$ cat src/verilog/gmc_pkg.sv
package gmc_pkg;
   // Serial word layout: 3-bit address above 13 data bits
   localparam int WORD_BITS = 16;
   localparam int DATA_BITS = 13;
   localparam int ADDR_MSB = 15;
   localparam int ADDR_LSB = 13;
   localparam logic [4:0] WORD_COUNT = 5'h10;
   localparam logic [4:0] COUNT_RST = 5'h00;

   // Register addresses
   localparam logic [2:0] ADDR_MAX_VELOCITY_LIMIT = 3'h1;
   localparam logic [2:0] ADDR_GAUGE0_TARGET_POSITION = 3'h2;
   localparam logic [2:0] ADDR_GAUGE1_TARGET_POSITION = 3'h3;
   localparam logic [2:0] ADDR_RETURN_TO_ZERO_COMMAND = 3'h4;

   // Velocity command fields
   localparam int VEL_INDEX_MSB = 7;
   localparam int VEL_APPLY_G0_BIT = 8;
   localparam int VEL_APPLY_G1_BIT = 9;
   localparam int VEL_ZERO_MSB = 12;
   localparam int VEL_ZERO_LSB = 10;
   localparam logic [7:0] VEL_INDEX_MIN = 8'h01;
   localparam logic [7:0] VEL_INDEX_TOP = 8'hE1;

   // Position command fields
   localparam int POS_MSB = 11;
   localparam int POS_ZERO_BIT = 12;

   // Return-to-zero command fields
   localparam int RTZ_SELECT_BIT = 0;
   localparam int RTZ_GO_BIT = 1;
   localparam int RTZ_DIR_BIT = 2;
   localparam int RTZ_ZERO_LOW_BIT = 3;
   localparam int RTZ_UNCOND_BIT = 4;
   localparam int RTZ_ZERO_MSB = 12;
   localparam int RTZ_ZERO_LSB = 5;

   // Values after reset
   localparam logic [7:0] VEL_LIMIT_RST = 8'hE1;
   localparam logic [11:0] TARGET_RST = 12'h000;
   localparam logic [15:0] SHIFT_RST = 16'h0000;

   // Per-gauge command state seen by the motion logic
   typedef struct packed {
      logic [7:0] vel_limit;
      logic [11:0] target;
      logic rtz_run;
      logic rtz_uncond;
      logic rtz_cw_seq;
      logic rtz_home_cw;
      logic ramp_down;
   } gmc_gauge_t;

   localparam gmc_gauge_t GAUGE_RST = '{
      vel_limit: VEL_LIMIT_RST,
      target: TARGET_RST,
      rtz_run: 1'b0,
      rtz_uncond: 1'b0,
      rtz_cw_seq: 1'b0,
      rtz_home_cw: 1'b0,
      ramp_down: 1'b0
   };
endpackage

$ cat src/verilog/gmc_regs.sv
`timescale 1ns/1ps
// Behaviour
// velocity field indexes ramp table, 1 to 225
// written limit holds until next velocity command
// index above table top clamps to top
// faster than limit requests ramp down
// D8 applies gauge 0, D9 gauge 1
// host sends D12:D10 zero in velocity
// 12-bit targets at addresses 010 and 011
// host sends D12 zero in position
// one target count equals one microstep
// zeroing moves full steps, one coil driven
// zeroing integrates back-EMF of undriven coil
// D1 starts or cancels, D0 picks gauge
// host sends D12:D5 and D3 zero
// D4 zero: stall stops zeroing automatically
// D4 one: only a stop command halts
// D2 sets integrator sequence direction
// zeroing always heads to home side
// 16-bit word, acts on chip select release
// bad must-be-zero bits drop whole command
module gmc_regs #(
   parameter logic [7:0] VEL_TABLE_MAX = gmc_pkg::VEL_INDEX_TOP
) (
   // Clock and reset
   input wire logic mclk,
   input wire logic sys_rst,
   // Serial command pins
   input wire logic cs_n,
   input wire logic sclk,
   input wire logic si,
   // Motion engine feedback, per gauge
   input wire logic [1:0][7:0] speed_index,
   input wire logic [1:0] stall_detected,
   input wire logic [1:0] home_side_select,
   // Command state, per gauge
   output gmc_pkg::gmc_gauge_t [1:0] gauge_state,
   // Serial status
   output logic cmd_accepted,
   output logic cmd_rejected
);
   import gmc_pkg::*;

   // Pin synchronisers
   logic [1:0] cs_sync;
   logic [1:0] sclk_sync;
   logic [1:0] si_sync;
   // Edge detector history
   logic cs_last;
   logic sclk_last;
   logic [15:0] shift_word;
   logic [4:0] bit_count;
   logic [15:0] next_shift_word;
   logic [4:0] next_bit_count;
   logic next_cmd_accepted;
   logic next_cmd_rejected;

   // Decoded command, valid for one cycle on chip select release
   logic sclk_rise;
   logic cs_release;
   logic word_take;
   logic [2:0] cmd_addr;
   logic [12:0] cmd_data;
   logic vel_write;
   logic pos_write;
   logic rtz_write;
   logic cmd_known;
   logic [7:0] vel_clamped;

   // Next command state, one entry per gauge
   gmc_gauge_t next_gauge [2];

   // Two-flop synchronisers, idle levels after reset
   always_ff @(posedge mclk) begin
      if (sys_rst) begin
         cs_sync <= 2'h3;
         sclk_sync <= 2'h0;
         si_sync <= 2'h0;
      end else begin
         cs_sync <= {cs_sync[0], cs_n};
         sclk_sync <= {sclk_sync[0], sclk};
         si_sync <= {si_sync[0], si};
      end
   end

   // Edge detection on synchronised pins
   assign sclk_rise = sclk_sync[1] & ~sclk_last;
   assign cs_release = cs_sync[1] & ~cs_last;
   // Exactly sixteen sclk rises, so a glitch cannot land a half word
   assign word_take = cs_release && (bit_count == WORD_COUNT);

   // Fields of the received word
   assign cmd_addr = shift_word[ADDR_MSB:ADDR_LSB];
   assign cmd_data = shift_word[DATA_BITS-1:0];

   // Must-be-zero checks per register
   always_comb begin
      vel_write = 1'b0;
      pos_write = 1'b0;
      rtz_write = 1'b0;
      cmd_known = 1'b1;
      unique case (cmd_addr)
         ADDR_MAX_VELOCITY_LIMIT: begin
            vel_write = word_take && (cmd_data[VEL_ZERO_MSB:VEL_ZERO_LSB] == 3'h0);
         end
         ADDR_GAUGE0_TARGET_POSITION, ADDR_GAUGE1_TARGET_POSITION: begin
            pos_write = word_take && !cmd_data[POS_ZERO_BIT];
         end
         ADDR_RETURN_TO_ZERO_COMMAND: begin
            rtz_write = word_take && (cmd_data[RTZ_ZERO_MSB:RTZ_ZERO_LSB] == 8'h00)
               && !cmd_data[RTZ_ZERO_LOW_BIT];
         end
         default: begin
            cmd_known = 1'b0;
         end
      endcase
   end

   // Velocity index clamped into the ramp table
   // Index 0 has no table entry, so it is raised to the first one
   always_comb begin
      vel_clamped = cmd_data[VEL_INDEX_MSB:0];
      if (vel_clamped > VEL_TABLE_MAX) begin
         vel_clamped = VEL_TABLE_MAX;
      end else if (vel_clamped < VEL_INDEX_MIN) begin
         vel_clamped = VEL_INDEX_MIN;
      end
   end

   // Shift register next state, MSB first on sclk rise
   always_comb begin
      next_shift_word = shift_word;
      next_bit_count = bit_count;
      next_cmd_accepted = 1'b0;
      next_cmd_rejected = 1'b0;
      // Chip select high clears the count between words
      if (cs_sync[1]) begin
         next_bit_count = COUNT_RST;
      end else if (sclk_rise) begin
         next_shift_word = {shift_word[WORD_BITS-2:0], si_sync[1]};
         // Saturate so a long frame cannot wrap back to sixteen
         if (bit_count != 5'h1F) begin
            next_bit_count = bit_count + 5'h01;
         end
      end
      // Unknown addresses pass silently, wrong lengths always refuse
      if (cs_release) begin
         next_cmd_accepted = vel_write | pos_write | rtz_write;
         next_cmd_rejected = (cmd_known && word_take && !(vel_write | pos_write | rtz_write))
            || (bit_count != WORD_COUNT);
      end
   end

   // Receiver registers, pulses last one cycle
   always_ff @(posedge mclk) begin
      if (sys_rst) begin
         cs_last <= 1'b1;
         sclk_last <= 1'b0;
         shift_word <= SHIFT_RST;
         bit_count <= COUNT_RST;
         cmd_accepted <= 1'b0;
         cmd_rejected <= 1'b0;
      end else begin
         cs_last <= cs_sync[1];
         sclk_last <= sclk_sync[1];
         shift_word <= next_shift_word;
         bit_count <= next_bit_count;
         cmd_accepted <= next_cmd_accepted;
         cmd_rejected <= next_cmd_rejected;
      end
   end

   // Per-gauge command state
   // Both gauges share the decode, each keeps its own fields
   genvar g;
   generate
      for (g = 0; g < 2; g++) begin : gauge
         gmc_gauge_t next_state;
         logic vel_hit;
         logic pos_hit;
         logic rtz_hit;

         // Command strobes aimed at this gauge
         assign vel_hit = vel_write && cmd_data[VEL_APPLY_G0_BIT + g];
         assign pos_hit = pos_write && (cmd_addr == (ADDR_GAUGE0_TARGET_POSITION + 3'(g)));
         assign rtz_hit = rtz_write && (cmd_data[RTZ_SELECT_BIT] == 1'(g));

         // Next state, a command for this gauge wins over a stall
         always_comb begin
            next_state = gauge_state[g];
            if (vel_hit) begin
               next_state.vel_limit = vel_clamped;
            end
            if (pos_hit) begin
               next_state.target = cmd_data[POS_MSB:0];
            end
            // Zeroing fields follow a command for this gauge, and a stall clears rtz_run in automatic mode
            if (rtz_hit) begin
               next_state.rtz_run = cmd_data[RTZ_GO_BIT];
               next_state.rtz_uncond = cmd_data[RTZ_UNCOND_BIT];
               next_state.rtz_cw_seq = cmd_data[RTZ_DIR_BIT];
            end else if (gauge_state[g].rtz_run && !gauge_state[g].rtz_uncond
                  && stall_detected[g]) begin
               next_state.rtz_run = 1'b0;
            end
            // Full-step single-coil drive and integration follow rtz_run
            next_state.rtz_home_cw = home_side_select[g];
            // Against the limit being stored, so a lower limit acts at once
            next_state.ramp_down = speed_index[g] > next_state.vel_limit;
         end

         assign next_gauge[g] = next_state;
      end
   endgenerate

   // Command state register for both gauges
   always_ff @(posedge mclk) begin
      if (sys_rst) begin
         gauge_state <= {GAUGE_RST, GAUGE_RST};
      end else begin
         gauge_state <= {next_gauge[1], next_gauge[0]};
      end
   end
endmodule

$ cat config.mk
export PLATFORM = sky130hd
export DESIGN_NAME = gmc_regs
export DESIGN_NICKNAME = d
export VERILOG_FILES = /design/src/verilog/gmc_pkg.sv /design/src/verilog/gmc_regs.sv
export SDC_FILE = /design/constraint.sdc
export NUM_CORES = 1
export LEC_CHECK = 0
export BUFFER_PORTS_ARGS = -buffer_cell sky130_fd_sc_hd__buf_2
export CORE_MARGIN = 2
export CORE_UTILIZATION = 50
export DETAILED_ROUTE_END_ITERATION = 8
export GPL_TIMING_DRIVEN = 0
export HOLD_SLACK_MARGIN = 0.15
export PLACE_DENSITY = 0.73
export SYNTH_ARGS = -nofsm -noshare
export SYNTH_HDL_FRONTEND = slang
export SYNTH_SLANG_ARGS = --single-unit
$ cat constraint.sdc
create_clock -name mclk -period 4.2 [get_ports mclk]
set_clock_uncertainty 0.2 [all_clocks]
set_input_delay 0.21 -clock mclk [delete_from_list [all_inputs] [get_ports mclk]]
set_output_delay 0.21 -clock mclk [all_outputs]
set_load 0.05 [all_outputs]
==> flow_summary.ini, run 1 <==
[synthesis]
syn_inst = 359
synthFlopType = dfxtp_1
synth_compound_area_share_pct = 6.75
yosysTopAreaCell = dfxtp_1
synth_area_leaders = dfxtp_1 (48%), mux2i_1 (13%), ha_1 (7.0%)
yosys.area_share.simple_pct = 20.4
synth_mux_area_share_pct = 13.3
synth_nets = 403
synth.distinct_cells = 36
syn-cell-area_um2 = 3370
synth_edf_count = 0
ys_seq_elements = 81
synthTopCellsByCount = dfxtp_1 (81), nand2_1 (52), mux2i_1 (45)
synthXorXnorAreaFrac_pct = 1.04
synth-seq-area-share_pct = 48.1
avgSynthCellArea_um2 = 9.40
synthAdderAreaFrac_pct = 7.04
synth_top_area_share_pct = 48.1
synth_top_family_by_area = simple AND/OR/NAND/NOR gates
async_flop_share_pct = 0
yosysMostFrequentCell = dfxtp_1
synth_warnings = 0

[floorplan]
ios = 77
core_um2 = 6420
initial_core_util_pct = 52.5
die_area_um2 = 7420
chipWidth_um = 86.2
die_h_um = 86.2
rows = 29

[cells_and_area]
regArea_um2 = 1620
fin_cells = 539
utilization_pct = 65.7
fillers = 561
drive_above_1_share_pct = 22.7
syn_to_final_growth_pct = 25.0
multi_input_area_um2 = 1640
diodes = 0
nets = 501

[timing]
maxClockFrequency_mhz = 307
relSlewSlack_pct = 56.8
final_max_slew_viol_count = 0
period_share_pct = 77.6
rsz0062_at_grt = false
setup_viol_count_final = 0
setup-tns-final_ps = 0
tightest_slew_ps = 644
fin_ws_ps = 940
hold_viol_final = 0
period_needed_ps = 3260

[power_and_ir_drop]
ir_drop_mv = 0.188
leakagePower_uw = 0.00209
p_clk_share_pct = 45.4
powerDensity_nw_per_um2 = 364
p_sw_uw = 322
power.internal_uw = 1210
swShare_pct = 21.0
power_frac_comb_pct = 4.2
power_frac_seq_pct = 50.4
total_power_uw = 1540

[drt]
firstDrtPassIters = 5
wire_per_inst_um = 14.1
ant_nets = 0
drc_errors = 0
wl_um = 7600
vias = 2815
drt_iter0_markers = 170
vias_per_cell = 5.22

[clock_network]
cts_tree = done
cts_root_buf = clkbuf_8
postCtsSetupRepairBufs = 0
cts_buffers = 9
clk_pin_slew_ps = 80
htree_levels = 3
clkLatencyLatePin_ps = 350
cts.sinks = 81
cts_buffer_depth = 2

[place]
io_buffer_count = 75
dp_slack_ps = 1490
place_inst = 511
finalWeightedCongestion = 0.783
hpwl_um = 5490

[grt]
grt_start_max_net_pins = 15
grt_usage_pct = 22.0
grt_pass1_wl_um = 12800
grt_overflow = 0
grt_pass1_vias = 2701
antenna_found_initial = 0

[worst_setup_path]
critical_path_arrival_ps = 3360
startpoint_type = register
path_max_fanout = 10
crit_type = register to register
cp-end-kind = register
cp.required_ps = 4300

[outcome]
status = finished clean

[min_path]
min_path_type = register to register

[job]
max_cap_violations = 0
metrics by stage:
step / hold slack, ps / cell area [um2]
2_1_floorplan: 114 / 3370
3_3_place_gp: 192 / 3850
3_5_place_dp: 197 / 3850
4_1_cts: 218 / 4220
5_1_grt: 243 / 4220
6_report: 221 / 4220
logic make-up after synthesis:
kind of cell	count (synthesis)
compound gates	42
xor+xnor	4
fa+ha+maj	19
buf+inv	28
flops	81
mux	45
simple gates	140
registers in the layout, summed over array words and instances (netlist names), 2 cells and up:
name / flops
bit_count: 5
si_sync: 2
sclk_sync: 2
cs_sync: 2
gauge_state: 50
shift_word: 16
layout by cell type, fill, tap and decap left out, types with 5 or more instances in the layout:
cell,count
dlygate4sd3_1,12
buf_2,80
nor2_1,44
dfxtp_1,81
clkbuf_8,10
ha_1,19
nor2b_1,10
mux2i_1,45
nand4_1,5
a21oi_1,26
o21ai_0,9
nand2_1,52
inv_1,7
clkbuf_1,13
layout make-up:
type | count | area share [%]
flip-flops and latches | 81 | 38.4
clock inverters | 6 | 2.73
clock buffers | 10 | 3.26
well taps | 77 | 2.28
inverters | 8 | 0.712
multi-input cells | 250 | 38.9
plain buffers | 20 | 1.96
repair buffers | 87 | 11.7
worst max-delay path: stages (launching register included):
cell and delay, ps:
dfxtp_1 390, inv_1 60, ha_1 190, and4bb_1 270, nand4_1 140, buf_2 280
mux2i_1 290, ha_1 290, and4_1 220, a21oi_1 110, o21ai_0 100, a21oi_1 110
dlygate4sd3_1 550
per-layer routing:
layer	share of wire, %	track usage [%]	up-vias
met5	0	0	-
met4	1.8	10.4	0
met3	3.8	3.08	14
met2	49	36.9	76
met1	46	27.9	1314
li1	-	-	1411
power groups by stage:
| stage | combinational [uW] | clock (uW) | sequential (uW) |
|---|---|---|---|
| after floorplan | 28.4 | 0 | 798 |
| after global placement | 54.5 | 0 | 792 |
| after detailed placement | 56.5 | 0 | 792 |
| after CTS | 64.4 | 711 | 774 |
| after global routing | 72.3 | 740 | 775 |
| final | 63.8 | 698 | 774 |
timing repair:
action,CTS,global route
hold buffers,12,0
endpoints found under the hold margin,10,0
resized for setup,0,0
final timing paths:
path	start	end	slack [ps]	depth (start not counted)
setup / recovery	bit_count[0]	gauge_state[25]	940	12
hold / removal	cs_sync[0]	cs_sync[1]	220	1
setup reg to reg	bit_count[0]	gauge_state[25]	940	12
hold reg to reg	cs_sync[0]	cs_sync[1]	220	1
Power figures use the tool's default switching activity.
==> run 2, diff against run 1 <==
- clock period: 4.2 -> 3.1 ns (I/O delays scaled with it)
==> run 2 against run 1 <==
Register-to-register slack got worse by 560 ps. Power grew 36%. Routed wire length grew 0.64%. Critical path depth is 1 lower. Sequential power rose by 36%. Die area stayed put. Via count up 0.96%. Clock power up 36%. Design area increased by 0.24%. Non-clock buffer count rose by 1.
==> flow_summary.ini, run 2 (synthesis gave the netlist of run 1 again) <==
[worst_setup_path]
critPathBufInv = 2
cp-end-kind = register
rrSetupSlack_ps = 380
timing.rr.end = gauge_state[25]
cp_slowest_cell = dfxtp_1
cp.required_ps = 3190
path_max_fanout = 10
critical_path_arrival_ps = 2810
crit_family = simple AND/OR/NAND/NOR gates
r2r-start = bit_count[0]
worstPathCellList = inv_1 > ha_1 > and4bb_1 > nand4_1 > buf_2 > mux2i_1 > ha_1 > and4_1 > a21oi_1 > o21ai_0 > a21oi_1
crit_type = register to register
startpoint_type = register
max_stage_delay_ps = 390
r2r_cells = 11

[power_and_ir_drop]
p_sw_uw = 437
p_clk_share_pct = 45.4
power_frac_comb_pct = 4.3
swShare_pct = 21.0
power_frac_seq_pct = 50.3
total_power_uw = 2080
powerDensity_nw_per_um2 = 493
ir_drop_mv = 0.255
power.internal_uw = 1650
leakagePower_uw = 0.00209

[min_path]
min_path_cells = 6
min-delay-start = speed_index[6]
min_path_type = primary input to register
min_to = gauge_state[0]

[drt]
drc_errors = 0
wl_um = 7650
drt_iter0_markers = 145
vias = 2842
firstDrtPassIters = 4
wire_per_inst_um = 14.2
ant_nets = 0
vias_per_cell = 5.26

[cells_and_area]
fillers = 558
largest_register_ffs = 50
layout_common_cells = dfxtp_1 (81), buf_2 (80), nand2_1 (52)
utilization_pct = 65.8
nets = 502
mostFrequentLayoutCell = dfxtp_1
regArea_um2 = 1620
multi_input_area_um2 = 1640
fin_cells = 540
syn_to_final_growth_pct = 25.3
drive_above_1_share_pct = 22.7
top_register = gauge_state
diodes = 0
reg_top3 = gauge_state: 50 flops, shift_word: 16 flops, bit_count: 5 flops

[floorplan]
die_area_um2 = 7420
die_h_um = 86.2
core_um2 = 6420
ios = 77
rows = 29
initial_core_util_pct = 52.5
chipWidth_um = 86.2

[clock_network]
clk_pin_slew_ps = 80
cts.sinks = 81
htree_levels = 3
cts_buffers = 9
cts_root_buf = clkbuf_8
clkLatencyLatePin_ps = 350
cts_buffer_depth = 2
cts_tree = done

[place]
io_buffer_count = 75
place_inst = 511
hpwl_um = 5490
finalWeightedCongestion = 0.783

[timing]
hold_viol_final = 0
setup_viol_count_final = 0
rsz0062_at_grt = false
setup-tns-final_ps = 0
period_share_pct = 87.8
maxClockFrequency_mhz = 367
period_needed_ps = 2720
whs_ps = 167
relSlewSlack_pct = 56.7
tightest_slew_ps = 644
final_max_slew_viol_count = 0

[grt]
grt_pass1_wl_um = 12800
grt_overflow = 0
antenna_found_initial = 0
grt_start_max_net_pins = 15
grt_usage_pct = 22.0
grt_pass1_vias = 2699

[job]
max_cap_violations = 0

[outcome]
status = finished clean
-- run 2: cell count changes in the layout (fill, tap and decap cells not counted) --
cell / before / now
dlygate4sd3_1: 12 / 13
-- run 2: routing by layer --
metal | vias to the layer above | wire [um] | global-route usage, %
met1 | 1337 | 3390 | 27.8
li1 | 1414 | - | -
met3 | 10 | 325 | 3.08
met5 | - | 0 | 0
met2 | 81 | 3810 | 37.4
met4 | 0 | 126 | 9.96
-- run 2: metrics by stage --
step	setup WS (ps)	area (um2)
3_3_place_gp	429	3850
3_5_place_dp	389	3850
5_1_grt	146	4230
6_report	377	4230
4_1_cts	374	4230
2_1_floorplan	687	3370
-- run 2: repair_timing --
action / in CTS / in global routing
endpoints found under the hold margin: 10 / 0
hold buffers: 13 / 0
setup endpoints to repair: 0 / 0
buffers inserted: 0 / 0
gates resized for setup: 0 / 0
-- run 2: worst max-delay path by stage --
| stage | from | end | slack, ps | cells past startpoint |
|---|---|---|---|---|
| final | bit_count[0] | gauge_state[25] | 380 | 11 |
| after global routing | bit_count[0] | gauge_state[25] | 150 | 11 |
| after CTS | bit_count[0] | gauge_state[0] | 370 | 11 |
| after detailed placement | bit_count[0] | gauge_state[0] | 390 | 11 |
| after global placement | bit_count[0] | gauge_state[25] | 430 | 11 |
| after floorplan | bit_count[0] | gauge_state[25] | 690 | 11 |
-- run 2: layout make-up --
type	instances	area share (%)
buffer	20	1.95
clock buffer	10	3.25
clock inverter	6	2.72
inverter	8	0.710
multi-input combinational	250	38.8
sequential	81	38.3
tap	77	2.28
timing repair buffer	88	12.0
-- run 2: power groups by stage --
stage                     Clock, uW  Sequential [uW]  Combinational, uW
after floorplan                   0             1080               38.4
after global placement            0             1070               73.8
after detailed placement          0             1070               76.6
after CTS                       963             1050               89.2
after global routing           1000             1050                100
final                           946             1050               88.9
-- run 2: worst min-delay path, delay by kind of cell --
kind / cells / cell delay (ps)
AOI/OAI and AO/OA: 3 / 270
and+or+nand+nor: 1 / 50
buffers and inverters: 1 / 80
adders and majority gates: 1 / 130
